===== src/hdl/ssac_pkg.sv =====
// Package for the sleep/sync/alert control block: states, timing constants.
// Assumes a single 125 MHz system clock.
package ssac_pkg;
   localparam int unsigned CLK_HZ = 125_000_000;
   localparam int unsigned CLK_NS = 8;
   // Least low time on the wake input, in ns
   localparam int unsigned WAKE_LOW_NS = 5000;
   localparam int unsigned WAKE_LOW_CYC = (WAKE_LOW_NS + CLK_NS - 1) / CLK_NS;
   // Sync wait timeout, in ms
   localparam int unsigned SYNC_WAIT_MS = 100;
   localparam int unsigned SYNC_WAIT_CYC = SYNC_WAIT_MS * (CLK_HZ / 1000);
   // Abandon-sleep reset timeout, in ms
   localparam int unsigned SLEEP_FAIL_MS = 2000;
   localparam int unsigned SLEEP_FAIL_CYC = SLEEP_FAIL_MS * (CLK_HZ / 1000);
   localparam int unsigned NUM_KEYS = 16;
   localparam int unsigned LAST_KEY = 15;
   // Sleep command and acknowledge character
   localparam logic [7:0] SLEEP_CHAR = 8'h5a;
   localparam logic [7:0] NULL_CHAR = 8'h00;
   localparam logic [15:0] SCOPE_SEL_RST = 16'h0000;
   typedef enum logic [2:0] {
      SSAC_RUN, SSAC_DRAIN, SSAC_ACK, SSAC_WAIT_SS, SSAC_SLEEP, SSAC_WAKE_ACK
   } ssac_pwr_t;
   typedef enum logic [1:0] {SSAC_SCAN, SSAC_HOLD, SSAC_GO} ssac_scan_t;
endpackage


===== src/hdl/ssac_wake_filter.sv =====
// Wake input conditioner: two-stage synchroniser, edge detect, low-time filter.
// Assumes the caller keeps the filter enabled only while the device is asleep.
`timescale 1ns/10ps
module ssac_wake_filter #(
   parameter int unsigned LOW_CYC = 625
) (
   input wire logic clk_sys,
   input wire logic rst_n,
   input wire logic pin_in,
   input wire logic filt_en,
   output logic level_sync,
   output logic fall_pulse,
   output logic wake_pulse
);
   import ssac_pkg::*;
   initial begin
      if (LOW_CYC < 1 || LOW_CYC > 65535) $error("LOW_CYC out of range");
   end
   logic meta_reg;
   logic sync_reg;
   logic prev_reg;
   logic [15:0] low_cnt_reg;

   // Two flops; the first is read only by the second to keep metastability contained
   always_ff @(posedge clk_sys or negedge rst_n) begin
      if (!rst_n) begin
         meta_reg <= 1'b1;
         sync_reg <= 1'b1;
         prev_reg <= 1'b1;
      end else begin
         meta_reg <= pin_in;
         sync_reg <= meta_reg;
         prev_reg <= sync_reg;
      end
   end
   assign level_sync = sync_reg;
   assign fall_pulse = prev_reg & ~sync_reg;

   // Count low time; a short glitch restarts the count
   always_ff @(posedge clk_sys or negedge rst_n) begin
      if (!rst_n) begin
         low_cnt_reg <= 16'h0000;
      end else if (!filt_en || sync_reg) begin
         low_cnt_reg <= 16'h0000;
      end else if (low_cnt_reg != 16'(LOW_CYC)) begin
         low_cnt_reg <= low_cnt_reg + 16'h0001;
      end
   end
   assign wake_pulse = filt_en && !sync_reg && (low_cnt_reg == 16'(LOW_CYC - 1));
endmodule


===== src/hdl/ssac_top.sv =====
// Sleep/wake, noise sync, alert and scope-sync control of a touch-key controller.
// Assumes command decode, burst engine and byte transmitter live outside.
// Contract
// Sleep command waits for any running burst to end before sleeping.
// Host drives the wake input high right after the sleep command.
// Wake when the wake input stays low at least 5 us.
// A null command byte that caused the wake is discarded.
// Clock gated off in sleep; operation resumes without recalibration.
// Sleep character sent as acknowledge just before sleeping.
// Another sleep character sent after waking.
// In slave-only SPI, host raises slave select after the acknowledge.
// If slave select stays low, abandon sleep and full reset after 2 s.
// Sync and sleep coexist; a sync edge also wakes the device. Here only a 5 us low wakes it; a falling edge alone does not.
// A configuration command enables or disables sync mode.
// Wait before key 0 only, up to 100 ms; falling edge starts scan.
// Without sync edge, next scan starts 100 ms after the previous ends.
// Alert output held low while any key calibrates.
// Alert pulses low for each detected key's burst, else high.
// Alert driven low while any key error is present.
// Alert asserted at sleep entry stays asserted through sleep.
// Host watches alert falling edge, polls keys afterwards.
// Scope-sync pulses high over bursts of selected keys.
// Scope-sync selection is volatile, cleared by any reset.
// Wake input synchronised; only high-to-low counts as sync event.
`timescale 1ns/10ps
module ssac_top #(
   parameter int unsigned SYNC_WAIT = ssac_pkg::SYNC_WAIT_CYC,
   parameter int unsigned SLEEP_FAIL = ssac_pkg::SLEEP_FAIL_CYC
) (
   input wire logic clk_sys,
   input wire logic rst_n,
   input wire logic wake_sync_input,
   input wire logic spi_slave_only,
   input wire logic ss_n,
   input wire logic cmd_valid,
   input wire logic [7:0] cmd_byte,
   input wire logic sync_cfg_valid,
   input wire logic sync_cfg_en,
   input wire logic scope_cfg_valid,
   input wire logic [15:0] scope_cfg_mask,
   input wire logic burst_active,
   input wire logic burst_done,
   input wire logic [3:0] burst_key,
   input wire logic key_detect,
   input wire logic cal_any,
   input wire logic err_any,
   input wire logic tx_ready,
   output logic tx_valid,
   output logic [7:0] tx_byte,
   output logic scan_start,
   output logic run_en,
   output logic osc_gate_n,
   output logic cmd_discard,
   output logic reset_req,
   output logic alert_indicator_output_n,
   output logic scope_sync_output
);
   import ssac_pkg::*;
   initial begin
      if (SYNC_WAIT < 1 || SLEEP_FAIL < 1) $error("Timeout parameters must be nonzero");
   end

   ssac_pwr_t pwr_reg;
   ssac_scan_t scan_reg;
   logic sync_en_reg;
   logic [15:0] scope_mask_reg;
   logic [31:0] wait_cnt_reg;
   logic [31:0] fail_cnt_reg;
   logic alert_hold_reg;
   logic alert_reg;
   logic scope_reg;
   logic wake_by_null_reg;
   logic ws_level;
   logic ws_fall;
   logic ws_wake;
   logic sleep_cmd;
   logic asleep;

   assign sleep_cmd = cmd_valid && (cmd_byte == SLEEP_CHAR) && (pwr_reg == SSAC_RUN);
   assign asleep = (pwr_reg == SSAC_SLEEP);

   // Filter runs only while asleep so a wake needs a fresh low period
   ssac_wake_filter #(
      .LOW_CYC(WAKE_LOW_CYC)
   ) u_filt (
      .clk_sys(clk_sys),
      .rst_n(rst_n),
      .pin_in(wake_sync_input),
      .filt_en(asleep),
      .level_sync(ws_level),
      .fall_pulse(ws_fall),
      .wake_pulse(ws_wake)
   );

   // Sync mode configuration
   always_ff @(posedge clk_sys or negedge rst_n) begin
      if (!rst_n) begin
         sync_en_reg <= 1'b0;
      end else if (sync_cfg_valid) begin
         sync_en_reg <= sync_cfg_en;
      end
   end

   // Scope selection lives only in flops, so every reset clears it
   always_ff @(posedge clk_sys or negedge rst_n) begin
      if (!rst_n) begin
         scope_mask_reg <= SCOPE_SEL_RST;
      end else if (scope_cfg_valid) begin
         scope_mask_reg <= scope_cfg_mask;
      end
   end

   // Power sequencing: drain burst, acknowledge, check select, sleep, notify
   always_ff @(posedge clk_sys or negedge rst_n) begin
      if (!rst_n) begin
         pwr_reg <= SSAC_RUN;
      end else begin
         unique case (pwr_reg)
            SSAC_RUN: begin
               if (sleep_cmd) begin
                  pwr_reg <= SSAC_DRAIN;
               end
            end
            SSAC_DRAIN: begin
               if (!burst_active) begin
                  pwr_reg <= SSAC_ACK;
               end
            end
            SSAC_ACK: begin
               if (tx_ready) begin
                  pwr_reg <= spi_slave_only ? SSAC_WAIT_SS : SSAC_SLEEP;
               end
            end
            SSAC_WAIT_SS: begin
               if (ss_n) begin
                  pwr_reg <= SSAC_SLEEP;
               end else if (fail_cnt_reg == 32'(SLEEP_FAIL - 1)) begin
                  pwr_reg <= SSAC_RUN;
               end
            end
            SSAC_SLEEP: begin
               if (ws_wake) begin
                  pwr_reg <= SSAC_WAKE_ACK;
               end
            end
            SSAC_WAKE_ACK: begin
               if (tx_ready) begin
                  pwr_reg <= SSAC_RUN;
               end
            end
            default: pwr_reg <= SSAC_RUN;
         endcase
      end
   end

   // Select timeout counter; abandoning sleep raises a full reset request
   always_ff @(posedge clk_sys or negedge rst_n) begin
      if (!rst_n) begin
         fail_cnt_reg <= 32'h0000_0000;
         reset_req <= 1'b0;
      end else begin
         reset_req <= (pwr_reg == SSAC_WAIT_SS) && !ss_n
            && (fail_cnt_reg == 32'(SLEEP_FAIL - 1));
         if (pwr_reg == SSAC_WAIT_SS && !ss_n) begin
            fail_cnt_reg <= fail_cnt_reg + 32'h0000_0001;
         end else begin
            fail_cnt_reg <= 32'h0000_0000;
         end
      end
   end

   // A null byte arriving while asleep, during the wake notice or as the first command after waking is dropped
   always_ff @(posedge clk_sys or negedge rst_n) begin
      if (!rst_n) begin
         wake_by_null_reg <= 1'b0;
      end else if (asleep && ws_wake) begin
         wake_by_null_reg <= 1'b1;
      end else if (pwr_reg == SSAC_RUN && cmd_valid) begin
         wake_by_null_reg <= 1'b0;
      end
   end
   assign cmd_discard = cmd_valid && (cmd_byte == NULL_CHAR)
      && (asleep || pwr_reg == SSAC_WAKE_ACK || wake_by_null_reg);

   // Acknowledge and wake-notice bytes; state held, not reset, across sleep
   assign tx_valid = (pwr_reg == SSAC_ACK) || (pwr_reg == SSAC_WAKE_ACK);
   always_ff @(posedge clk_sys or negedge rst_n) begin
      if (!rst_n) begin
         tx_byte <= 8'h00;
      end else begin
         tx_byte <= SLEEP_CHAR;
      end
   end

   // Gate the oscillator in sleep; scan state is kept so work resumes in place
   assign osc_gate_n = !asleep && (pwr_reg != SSAC_WAIT_SS);
   assign run_en = (pwr_reg == SSAC_RUN) && (scan_reg == SSAC_GO);

   // Scan gating before key 0: wait for a falling sync edge or the 100 ms timeout
   always_ff @(posedge clk_sys or negedge rst_n) begin
      if (!rst_n) begin
         scan_reg <= SSAC_GO;
         wait_cnt_reg <= 32'h0000_0000;
      end else begin
         unique case (scan_reg)
            SSAC_GO: begin
               wait_cnt_reg <= 32'h0000_0000;
               if (burst_done && burst_key == 4'(LAST_KEY) && sync_en_reg) begin
                  scan_reg <= SSAC_HOLD;
               end
            end
            SSAC_HOLD: begin
               if (!sync_en_reg || ws_fall) begin
                  scan_reg <= SSAC_SCAN;
               end else if (wait_cnt_reg == 32'(SYNC_WAIT - 1)) begin
                  scan_reg <= SSAC_SCAN;
               end else if (!asleep) begin
                  wait_cnt_reg <= wait_cnt_reg + 32'h0000_0001;
               end
            end
            SSAC_SCAN: begin
               scan_reg <= SSAC_GO;
            end
            default: scan_reg <= SSAC_GO;
         endcase
      end
   end
   assign scan_start = (scan_reg == SSAC_SCAN);

   // One decision for what pulls the alert low, shared by the live and held copies
   function automatic logic alert_cause(input logic cal, input logic err, input logic hit);
      return cal || err || hit;
   endfunction

   // Alert: calibration, errors and detected-key bursts pull low; frozen in sleep
   always_ff @(posedge clk_sys or negedge rst_n) begin
      if (!rst_n) begin
         alert_reg <= 1'b0;
         alert_hold_reg <= 1'b0;
      end else if (asleep) begin
         alert_reg <= alert_hold_reg;
      end else begin
         alert_reg <= alert_cause(cal_any, err_any, burst_active && key_detect);
         alert_hold_reg <= alert_cause(cal_any, err_any, burst_active && key_detect);
      end
   end
   assign alert_indicator_output_n = !alert_reg;

   // Scope sync brackets each burst whose key is selected
   always_ff @(posedge clk_sys or negedge rst_n) begin
      if (!rst_n) begin
         scope_reg <= 1'b0;
      end else begin
         scope_reg <= burst_active && scope_mask_reg[burst_key];
      end
   end
   assign scope_sync_output = scope_reg;
endmodule


===== config.mk =====
export PLATFORM = sky130hd
export DESIGN_NAME = ssac_top
export DESIGN_NICKNAME = d
export VERILOG_FILES = /design/src/hdl/ssac_pkg.sv /design/src/hdl/ssac_wake_filter.sv /design/src/hdl/ssac_top.sv
export SDC_FILE = /design/constraint.sdc
export NUM_CORES = 1
export LEC_CHECK = 0
export BUFFER_PORTS_ARGS = -buffer_cell sky130_fd_sc_hd__buf_4
export CAP_MARGIN = 20
export CORE_MARGIN = 4
export CORE_UTILIZATION = 35
export CTS_BUF_LIST = sky130_fd_sc_hd__clkbuf_4 sky130_fd_sc_hd__clkbuf_8 sky130_fd_sc_hd__clkbuf_16
export DETAILED_ROUTE_END_ITERATION = 6
export GPL_TIMING_DRIVEN = 0
export HOLD_SLACK_MARGIN = 0.03
export MAX_ROUTING_LAYER = met4
export PLACE_DENSITY = 0.57
export SYNTH_ARGS = -nofsm -noshare
export SYNTH_HDL_FRONTEND = slang
export SYNTH_HIERARCHICAL = 1
export SYNTH_SLANG_ARGS = --single-unit

===== constraint.sdc =====
create_clock -name clk_sys -period 2.75 [get_ports clk_sys]
set_input_delay 0.1375 -clock clk_sys [delete_from_list [all_inputs] [get_ports clk_sys]]
set_output_delay 0.1375 -clock clk_sys [all_outputs]
set_load 0.05 [all_outputs]

==> impl_metrics.py, run 1 <==
metrics = {
    "run_status": {
        "status": "completed",
    },
    "timing": {
        "tightest_slew_ps": 794,
        "worst_clock_skew_ps": 4.98,
        "max_freq_mhz": 386,
        "hold_violations": 0,
        "slew_headroom_pct": 47.1,
        "slew_viol_final": 0,
        "setup_violations": 0,
        "whs_ps": 44.1,
        "tns_ps": 0,
        "min_period_over_period_pct": 94.2,
        "rsz0062_at_grt": "no",
        "period_needed_ps": 2590,
        "layout_setup_ws_ps": 159,
    },
    "die": {
        "pin_count": 59,
        "coreArea_um2": 17200,
        "die-area_um2": 19600,
        "die_h_um": 140,
        "fp.dieW_um": 140,
        "initial_core_util_pct": 35.6,
        "rows": 48,
    },
    "synth": {
        "synth_top_area_cell": "dfrtp_1",
        "synthCells": 640,
        "ys_seq_elements": 110,
        "synth.top_cell.area_share_pct": 43.4,
        "synthArstFlopShare_pct": 100,
        "seq_area_frac_synth_pct": 45.2,
        "netlist_area_um2": 6110,
        "synth_area_per_cell_um2": 9.54,
        "ys_top_cells_by_area": "dfrtp_1 (43%), nand2_1 (3.7%), a31oi_1 (3.4%)",
        "ys.flop_type": "dfrtp_1",
        "synth_edf_count": 0,
        "yosysWarnings": 6,
        "ys_types": 63,
    },
    "cts": {
        "clockBufferDepth": 2,
        "clkSlewWorstSetupHoldPaths_ps": 70,
        "clk_latency_ps": 360,
        "clkSinkCount": 110,
        "cts_root_buf": "clkbuf_16",
        "cts_tree": "yes",
        "cts_buffers": 9,
        "htreeDepth": 3,
    },
    "setup_path": {
        "critPathTopFamily": "simple AND/OR/NAND/NOR gates",
        "crit_top_cell": "buf_2",
        "startpoint_type": "flip-flop",
        "critPathSlowestCell": "or4_4",
        "setup.worst_path.class": "reg2reg",
        "slowest_delay_ps": 490,
        "crit_path_end_kind": "flip-flop",
        "worstPathRequired_ps": 3030,
        "worstPathBufferInverterCount": 2,
        "arrival_ps": 2870,
        "rrSetupSlack_ps": 160,
        "crit_chain": "ha_1, nand4_1, or4_1, buf_2, or3_1, buf_2, or4_4, o221ai_2",
        "path_max_fanout": 7,
    },
    "placed_design": {
        "portBuffers": 52,
        "pre_cts_ws_ps": 40.6,
        "place_hpwl_um": 11400,
        "place_congestion": 0.892,
    },
    "detailed_routing": {
        "drt_pre_antenna_iters": 7,
        "first_iter_violations": 336,
        "wl_per_cell_um": 16.2,
        "viasPerCell": 5.59,
        "drc": 0,
        "ant_nets": 0,
        "drt_wl_total_um": 15600,
        "via_count": 5376,
    },
    "layout": {
        "drive_above_1_share_pct": 18.3,
        "diodes": 0,
        "final_util_pct": 43.1,
        "fin_nets": 782,
        "syn_to_final_growth_pct": 21.2,
    },
    "power_and_ir_drop": {
        "finalPower_uw": 3970,
        "p_leak_uw": 0.00294,
        "ir_worst_vdd_uv": 342,
        "p_per_area_nw_per_um2": 537,
    },
    "global_routing": {
        "grt_start_max_net_pins": 61,
        "antenna_found_initial": 0,
        "first_global_vias": 5177,
        "grt_pass1_wl_um": 26000,
        "overflow": 0,
        "grt_usage_pct": 16.5,
    },
    "job": {
        "drv_cap": 0,
    },
    "worst_hold_path": {
        "hp-class": "in2reg",
    },
}
-- report_power, final --
| group | internal [µW] | switching [µW] | total [µW] |
|---|---|---|---|
| Sequential | 1690 | 44.6 | 1730 |
| Combinational | 299 | 556 | 855 |
| Clock | 749 | 640 | 1390 |
| Total | 2730 | 1240 | 3970 |
-- layout by cell type, fill, tap and decap left out, types with 18 or more instances in the layout --
cell type      instances
dfrtp_1              106
nor3_1                18
nor4_1                18
nand3_1               27
nor2_1                41
a31oi_1               33
nand2_1               61
dlygate4sd3_1         21
buf_4                 63
a21oi_1               22
nand4_1               24
inv_1                 19
clkbuf_1              22
o21ai_0               18
-- kinds of logic after synthesis --
group / after synthesis / synth area share (%)
multiplexers: 31 / 6.45
adder cells (fa/ha/maj): 8 / 1.64
buffers and inverters: 62 / 4.57
AND/OR/NAND/NOR: 273 / 24.2
XOR/XNOR: 24 / 3.44
flip-flops: 110 / 45.2
AO/OA/AOI/OAI: 130 / 14.4
other: 2 / 0.123
-- final cells by class --
class                           count  area, µm²
Fill cell                        1689       9780
Multi-Input combinational cell    471       3110
Sequential cell                   110       2760
Timing Repair Buffer               77        651
Tap cell                          225        282
Clock buffer                       10        239
Buffer                             42        205
Inverter                           20       78.8
Clock inverter                      6       75.1
-- per-stage QoR --
step,cells,area (µm²)
floorplan,643,6120
global placement,920,6790
detailed placement,921,6820
CTS,958,7340
global route,961,7400
finish,961,7400
-- worst min-delay path: stages --
cell and delay [ps]:
buf_4 80, a2111oi_0 40, a21oi_1 100
-- routing by layer --
metal | global-route usage, % | vias to the layer above | share of wire [%]
li1 | - | 2566 | -
met1 | 21.5 | 2651 | 45
met2 | 25.4 | 139 | 48
met3 | 3.76 | 20 | 4.7
met4 | 5.86 | 0 | 1.8
met5 | - | - | 0
-- what timing repair did --
action / in CTS / in global routing
endpoints found under the setup margin: 0 / 18
hold endpoints to repair: 76 / 0
hold buffers: 21 / 0
setup buffers: 0 / 3
resized for setup: 0 / 8
-- Yosys cell counts, types with 8 or more instances --
master    number
dfrtp_1      106
nand2_1       61
nor2_1        41
a31oi_1       33
nand3_1       28
nand4_1       24
a21oi_1       23
clkbuf_1      23
inv_1         20
nor4_1        20
nor3_1        18
o21ai_0       18
mux2_2        17
or4_1         17
o31ai_1       14
xnor2_1       13
xor2_1        11
or3_1         10
and3_1         9
mux2i_1        9
nand2b_1       9
and2_1         8
buf_4          8
ha_1           8
-- worst paths after layout --
kind,from,endpoint,cells past startpoint
max,wait_cnt_reg[0]$_DFFE_PN0P_,wait_cnt_reg[30]$_DFFE_PN0P_,8
min,cal_any,alert_reg$_DFFE_PN0N_,3
max reg2reg,wait_cnt_reg[0]$_DFFE_PN0P_,wait_cnt_reg[30]$_DFFE_PN0P_,8
min reg2reg,u_filt/meta_reg$_DFF_PN1_,u_filt/level_sync$_DFF_PN1_,0
max in group asynchronous,rst_n,scan_reg[1]$_DFFE_PN1P_,3
min in group asynchronous,rst_n,fail_cnt_reg[4]$_DFF_PN0_,2
No activity file was read; power rests on OpenSTA's default activity.
==> run 2, diff against run 1 <==
--- a/config.mk
+++ b/config.mk
@@ -8,13 +8,13 @@
 export BUFFER_PORTS_ARGS = -buffer_cell sky130_fd_sc_hd__buf_4
 export CAP_MARGIN = 20
 export CORE_MARGIN = 4
-export CORE_UTILIZATION = 35
+export CORE_UTILIZATION = 40
 export CTS_BUF_LIST = sky130_fd_sc_hd__clkbuf_4 sky130_fd_sc_hd__clkbuf_8 sky130_fd_sc_hd__clkbuf_16
 export DETAILED_ROUTE_END_ITERATION = 6
 export GPL_TIMING_DRIVEN = 0
 export HOLD_SLACK_MARGIN = 0.03
 export MAX_ROUTING_LAYER = met4
-export PLACE_DENSITY = 0.57
+export PLACE_DENSITY = 0.63
 export SYNTH_ARGS = -nofsm -noshare
 export SYNTH_HDL_FRONTEND = slang
 export SYNTH_HIERARCHICAL = 1
==> run 2 against run 1 <==
Die area fell by 12%. Setup slack gained 5.4 ps. Critical endpoint is now wait_cnt_reg[9]$_DFFE_PN0P_. Wire length shrank 1.4%. Register-to-register slack barely moved. First-iteration DRC count up 5.1%. Hold slack improved by 20 ps. Sequential share of layout area is 0.33 points higher. Largest cell class unchanged. Utilization is 6.6 points higher. Non-clock buffer count down 3. Critical path depth fell by 1. Cell count shrank 4.6%.
==> impl_metrics.py, run 2 (same netlist as run 1, synthesis figures left out) <==
metrics = {
    "run_status": {
        "status": "completed",
    },
    "detailed_routing": {
        "drc": 0,
        "wl_per_cell_um": 16.7,
        "via_count": 5333,
        "viasPerCell": 5.82,
        "drt_pre_antenna_iters": 5,
        "drt_wl_total_um": 15300,
        "ant_nets": 0,
        "first_iter_violations": 353,
    },
    "setup_path": {
        "rr_endpoint": "wait_cnt_reg[9]$_DFFE_PN0P_",
        "slowest_delay_ps": 600,
        "r2r-start": "wait_cnt_reg[24]$_DFFE_PN0P_",
        "critPathTopFamily": "simple AND/OR/NAND/NOR gates",
        "worstPathRequired_ps": 3020,
        "setup.worst_path.class": "reg2reg",
        "r2r_cells": 7,
        "startpoint_type": "flip-flop",
        "crit_chain": "or4_1, nor4_4, and3_4, buf_4, o21ai_2, buf_2, a31oi_1",
        "crit_path_end_kind": "flip-flop",
        "arrival_ps": 2850,
        "critPathSlowestCell": "or4_1",
        "worstPathBufferInverterCount": 2,
        "rrSetupSlack_ps": 160,
        "path_max_fanout": 10,
    },
    "global_routing": {
        "grt_pass1_wl_um": 26100,
        "antenna_found_initial": 0,
        "overflow": 0,
        "grt_start_max_net_pins": 74,
        "grt_usage_pct": 18.5,
        "first_global_vias": 5338,
    },
    "timing": {
        "worst_clock_skew_ps": 7.95,
        "max_freq_mhz": 387,
        "min_period_over_period_pct": 94.0,
        "slew_viol_final": 0,
        "slew_headroom_pct": 60.6,
        "setup_violations": 0,
        "tns_ps": 0,
        "tightest_slew_ps": 591,
        "hold_violations": 0,
        "period_needed_ps": 2590,
    },
    "power_and_ir_drop": {
        "p_leak_uw": 0.00291,
        "ir_worst_vdd_uv": 320,
        "p_per_area_nw_per_um2": 534,
    },
    "cts": {
        "clkSinkCount": 110,
        "clk_latency_ps": 350,
        "clockBufferDepth": 2,
        "cts_root_buf": "clkbuf_16",
        "cts_tree": "yes",
        "post-cts-setup-buffers": 0,
        "clkSlewWorstSetupHoldPaths_ps": 70,
        "htreeDepth": 3,
        "cts_buffers": 9,
    },
    "die": {
        "pin_count": 59,
        "fp.dieW_um": 132,
        "die_h_um": 132,
        "initial_core_util_pct": 41.4,
        "rows": 44,
        "die-area_um2": 17300,
        "coreArea_um2": 14800,
    },
    "layout": {
        "filler_cell_count": 1363,
        "seq_area_um2": 2760,
        "fin_nets": 779,
        "drive_above_1_share_pct": 18.7,
        "multi_input_area_um2": 3130,
        "syn_to_final_growth_pct": 20.1,
        "diodes": 0,
        "stdcell_area_um2": 7340,
        "layout_commonest_cell": "dfrtp_1",
        "final_cell_mix": "dfrtp_1 (105), nand2_1 (61), buf_4 (60)",
    },
    "job": {
        "drv_cap": 0,
    },
    "worst_hold_path": {
        "min_delay_path_depth": 3,
        "min-delay-start": "err_any",
        "hold_path_end": "alert_reg$_DFFE_PN0N_",
        "hp-class": "in2reg",
    },
    "placed_design": {
        "portBuffers": 52,
        "place_area_um2": 6790,
        "place_congestion": 0.917,
        "place_hpwl_um": 11100,
    },
}
[run 2: worst register-to-register path, cell delays in order, from the launching register on]
cell,delay [ps]
dfrtp_1,460
or4_1,600
nor4_4,330
and3_4,260
buf_4,190
o21ai_2,180
buf_2,260
a31oi_1,220
[run 2: area by class of cell]
type | count | area share, %
Sequential cell | 110 | 37.6
Multi-Input combinational cell | 471 | 42.6
Buffer | 42 | 2.80
Tap cell | 184 | 3.14
Clock buffer | 10 | 3.17
Inverter | 20 | 1.07
Clock inverter | 6 | 0.921
Timing Repair Buffer | 74 | 8.70
[run 2: worst max-delay path by stage]
stage	from	endpoint	slack (ps)	depth (start not counted)
final	wait_cnt_reg[24]$_DFFE_PN0P_	wait_cnt_reg[9]$_DFFE_PN0P_	160	7
after CTS	wait_cnt_reg[24]$_DFFE_PN0P_	wait_cnt_reg[25]$_DFFE_PN0P_	0.9	5
after global routing	pwr_reg[2]$_DFFE_PN0P_	pwr_reg[0]$_DFFE_PN0P_	-10	10
after floorplan	scan_reg[1]$_DFFE_PN1P_	run_en	390	3
after global placement	wait_cnt_reg[24]$_DFFE_PN0P_	wait_cnt_reg[0]$_DFFE_PN0P_	60	5
after detailed placement	wait_cnt_reg[14]$_DFFE_PN0P_	wait_cnt_reg[31]$_DFFE_PN0P_	20	6
[run 2: repair_timing]
action	CTS	global route
setup endpoints to repair	0	15
hold buffers	20	0
resized for setup	0	12
hold endpoints to repair	86	0
[run 2: report_power, final]
part | switching, µW | leakage (µW) | internal (µW) | total [µW]
registers | 44.6 | 0.00147 | 1690 | 1730
clock network | 614 | 0.000143 | 722 | 1340
logic | 557 | 0.00130 | 292 | 849
[run 2: routing by layer]
layer,track usage (%),vias to the layer above,share of wire (%),routed length (µm)
met2,29.7,140,49,7540
li1,-,2562,-,-
met4,4.55,0,0.47,72
met3,4.20,5,4.6,713
met1,24.0,2626,46,7010
met5,-,-,0,0
[run 2: through the flow]
step	instances	utilization [%]	power, µW	hold slack [ps]	setup WS, ps
2_1_floorplan	643	-	2280	-158	388
5_1_grt	917	49.7	4110	73.1	-14.4
6_report	917	49.7	3920	64.1	164
4_1_cts	917	49.4	3950	62.6	0.851
3_5_place_dp	881	46.0	2580	182	19.6
3_3_place_gp	879	45.7	2550	256	61.4
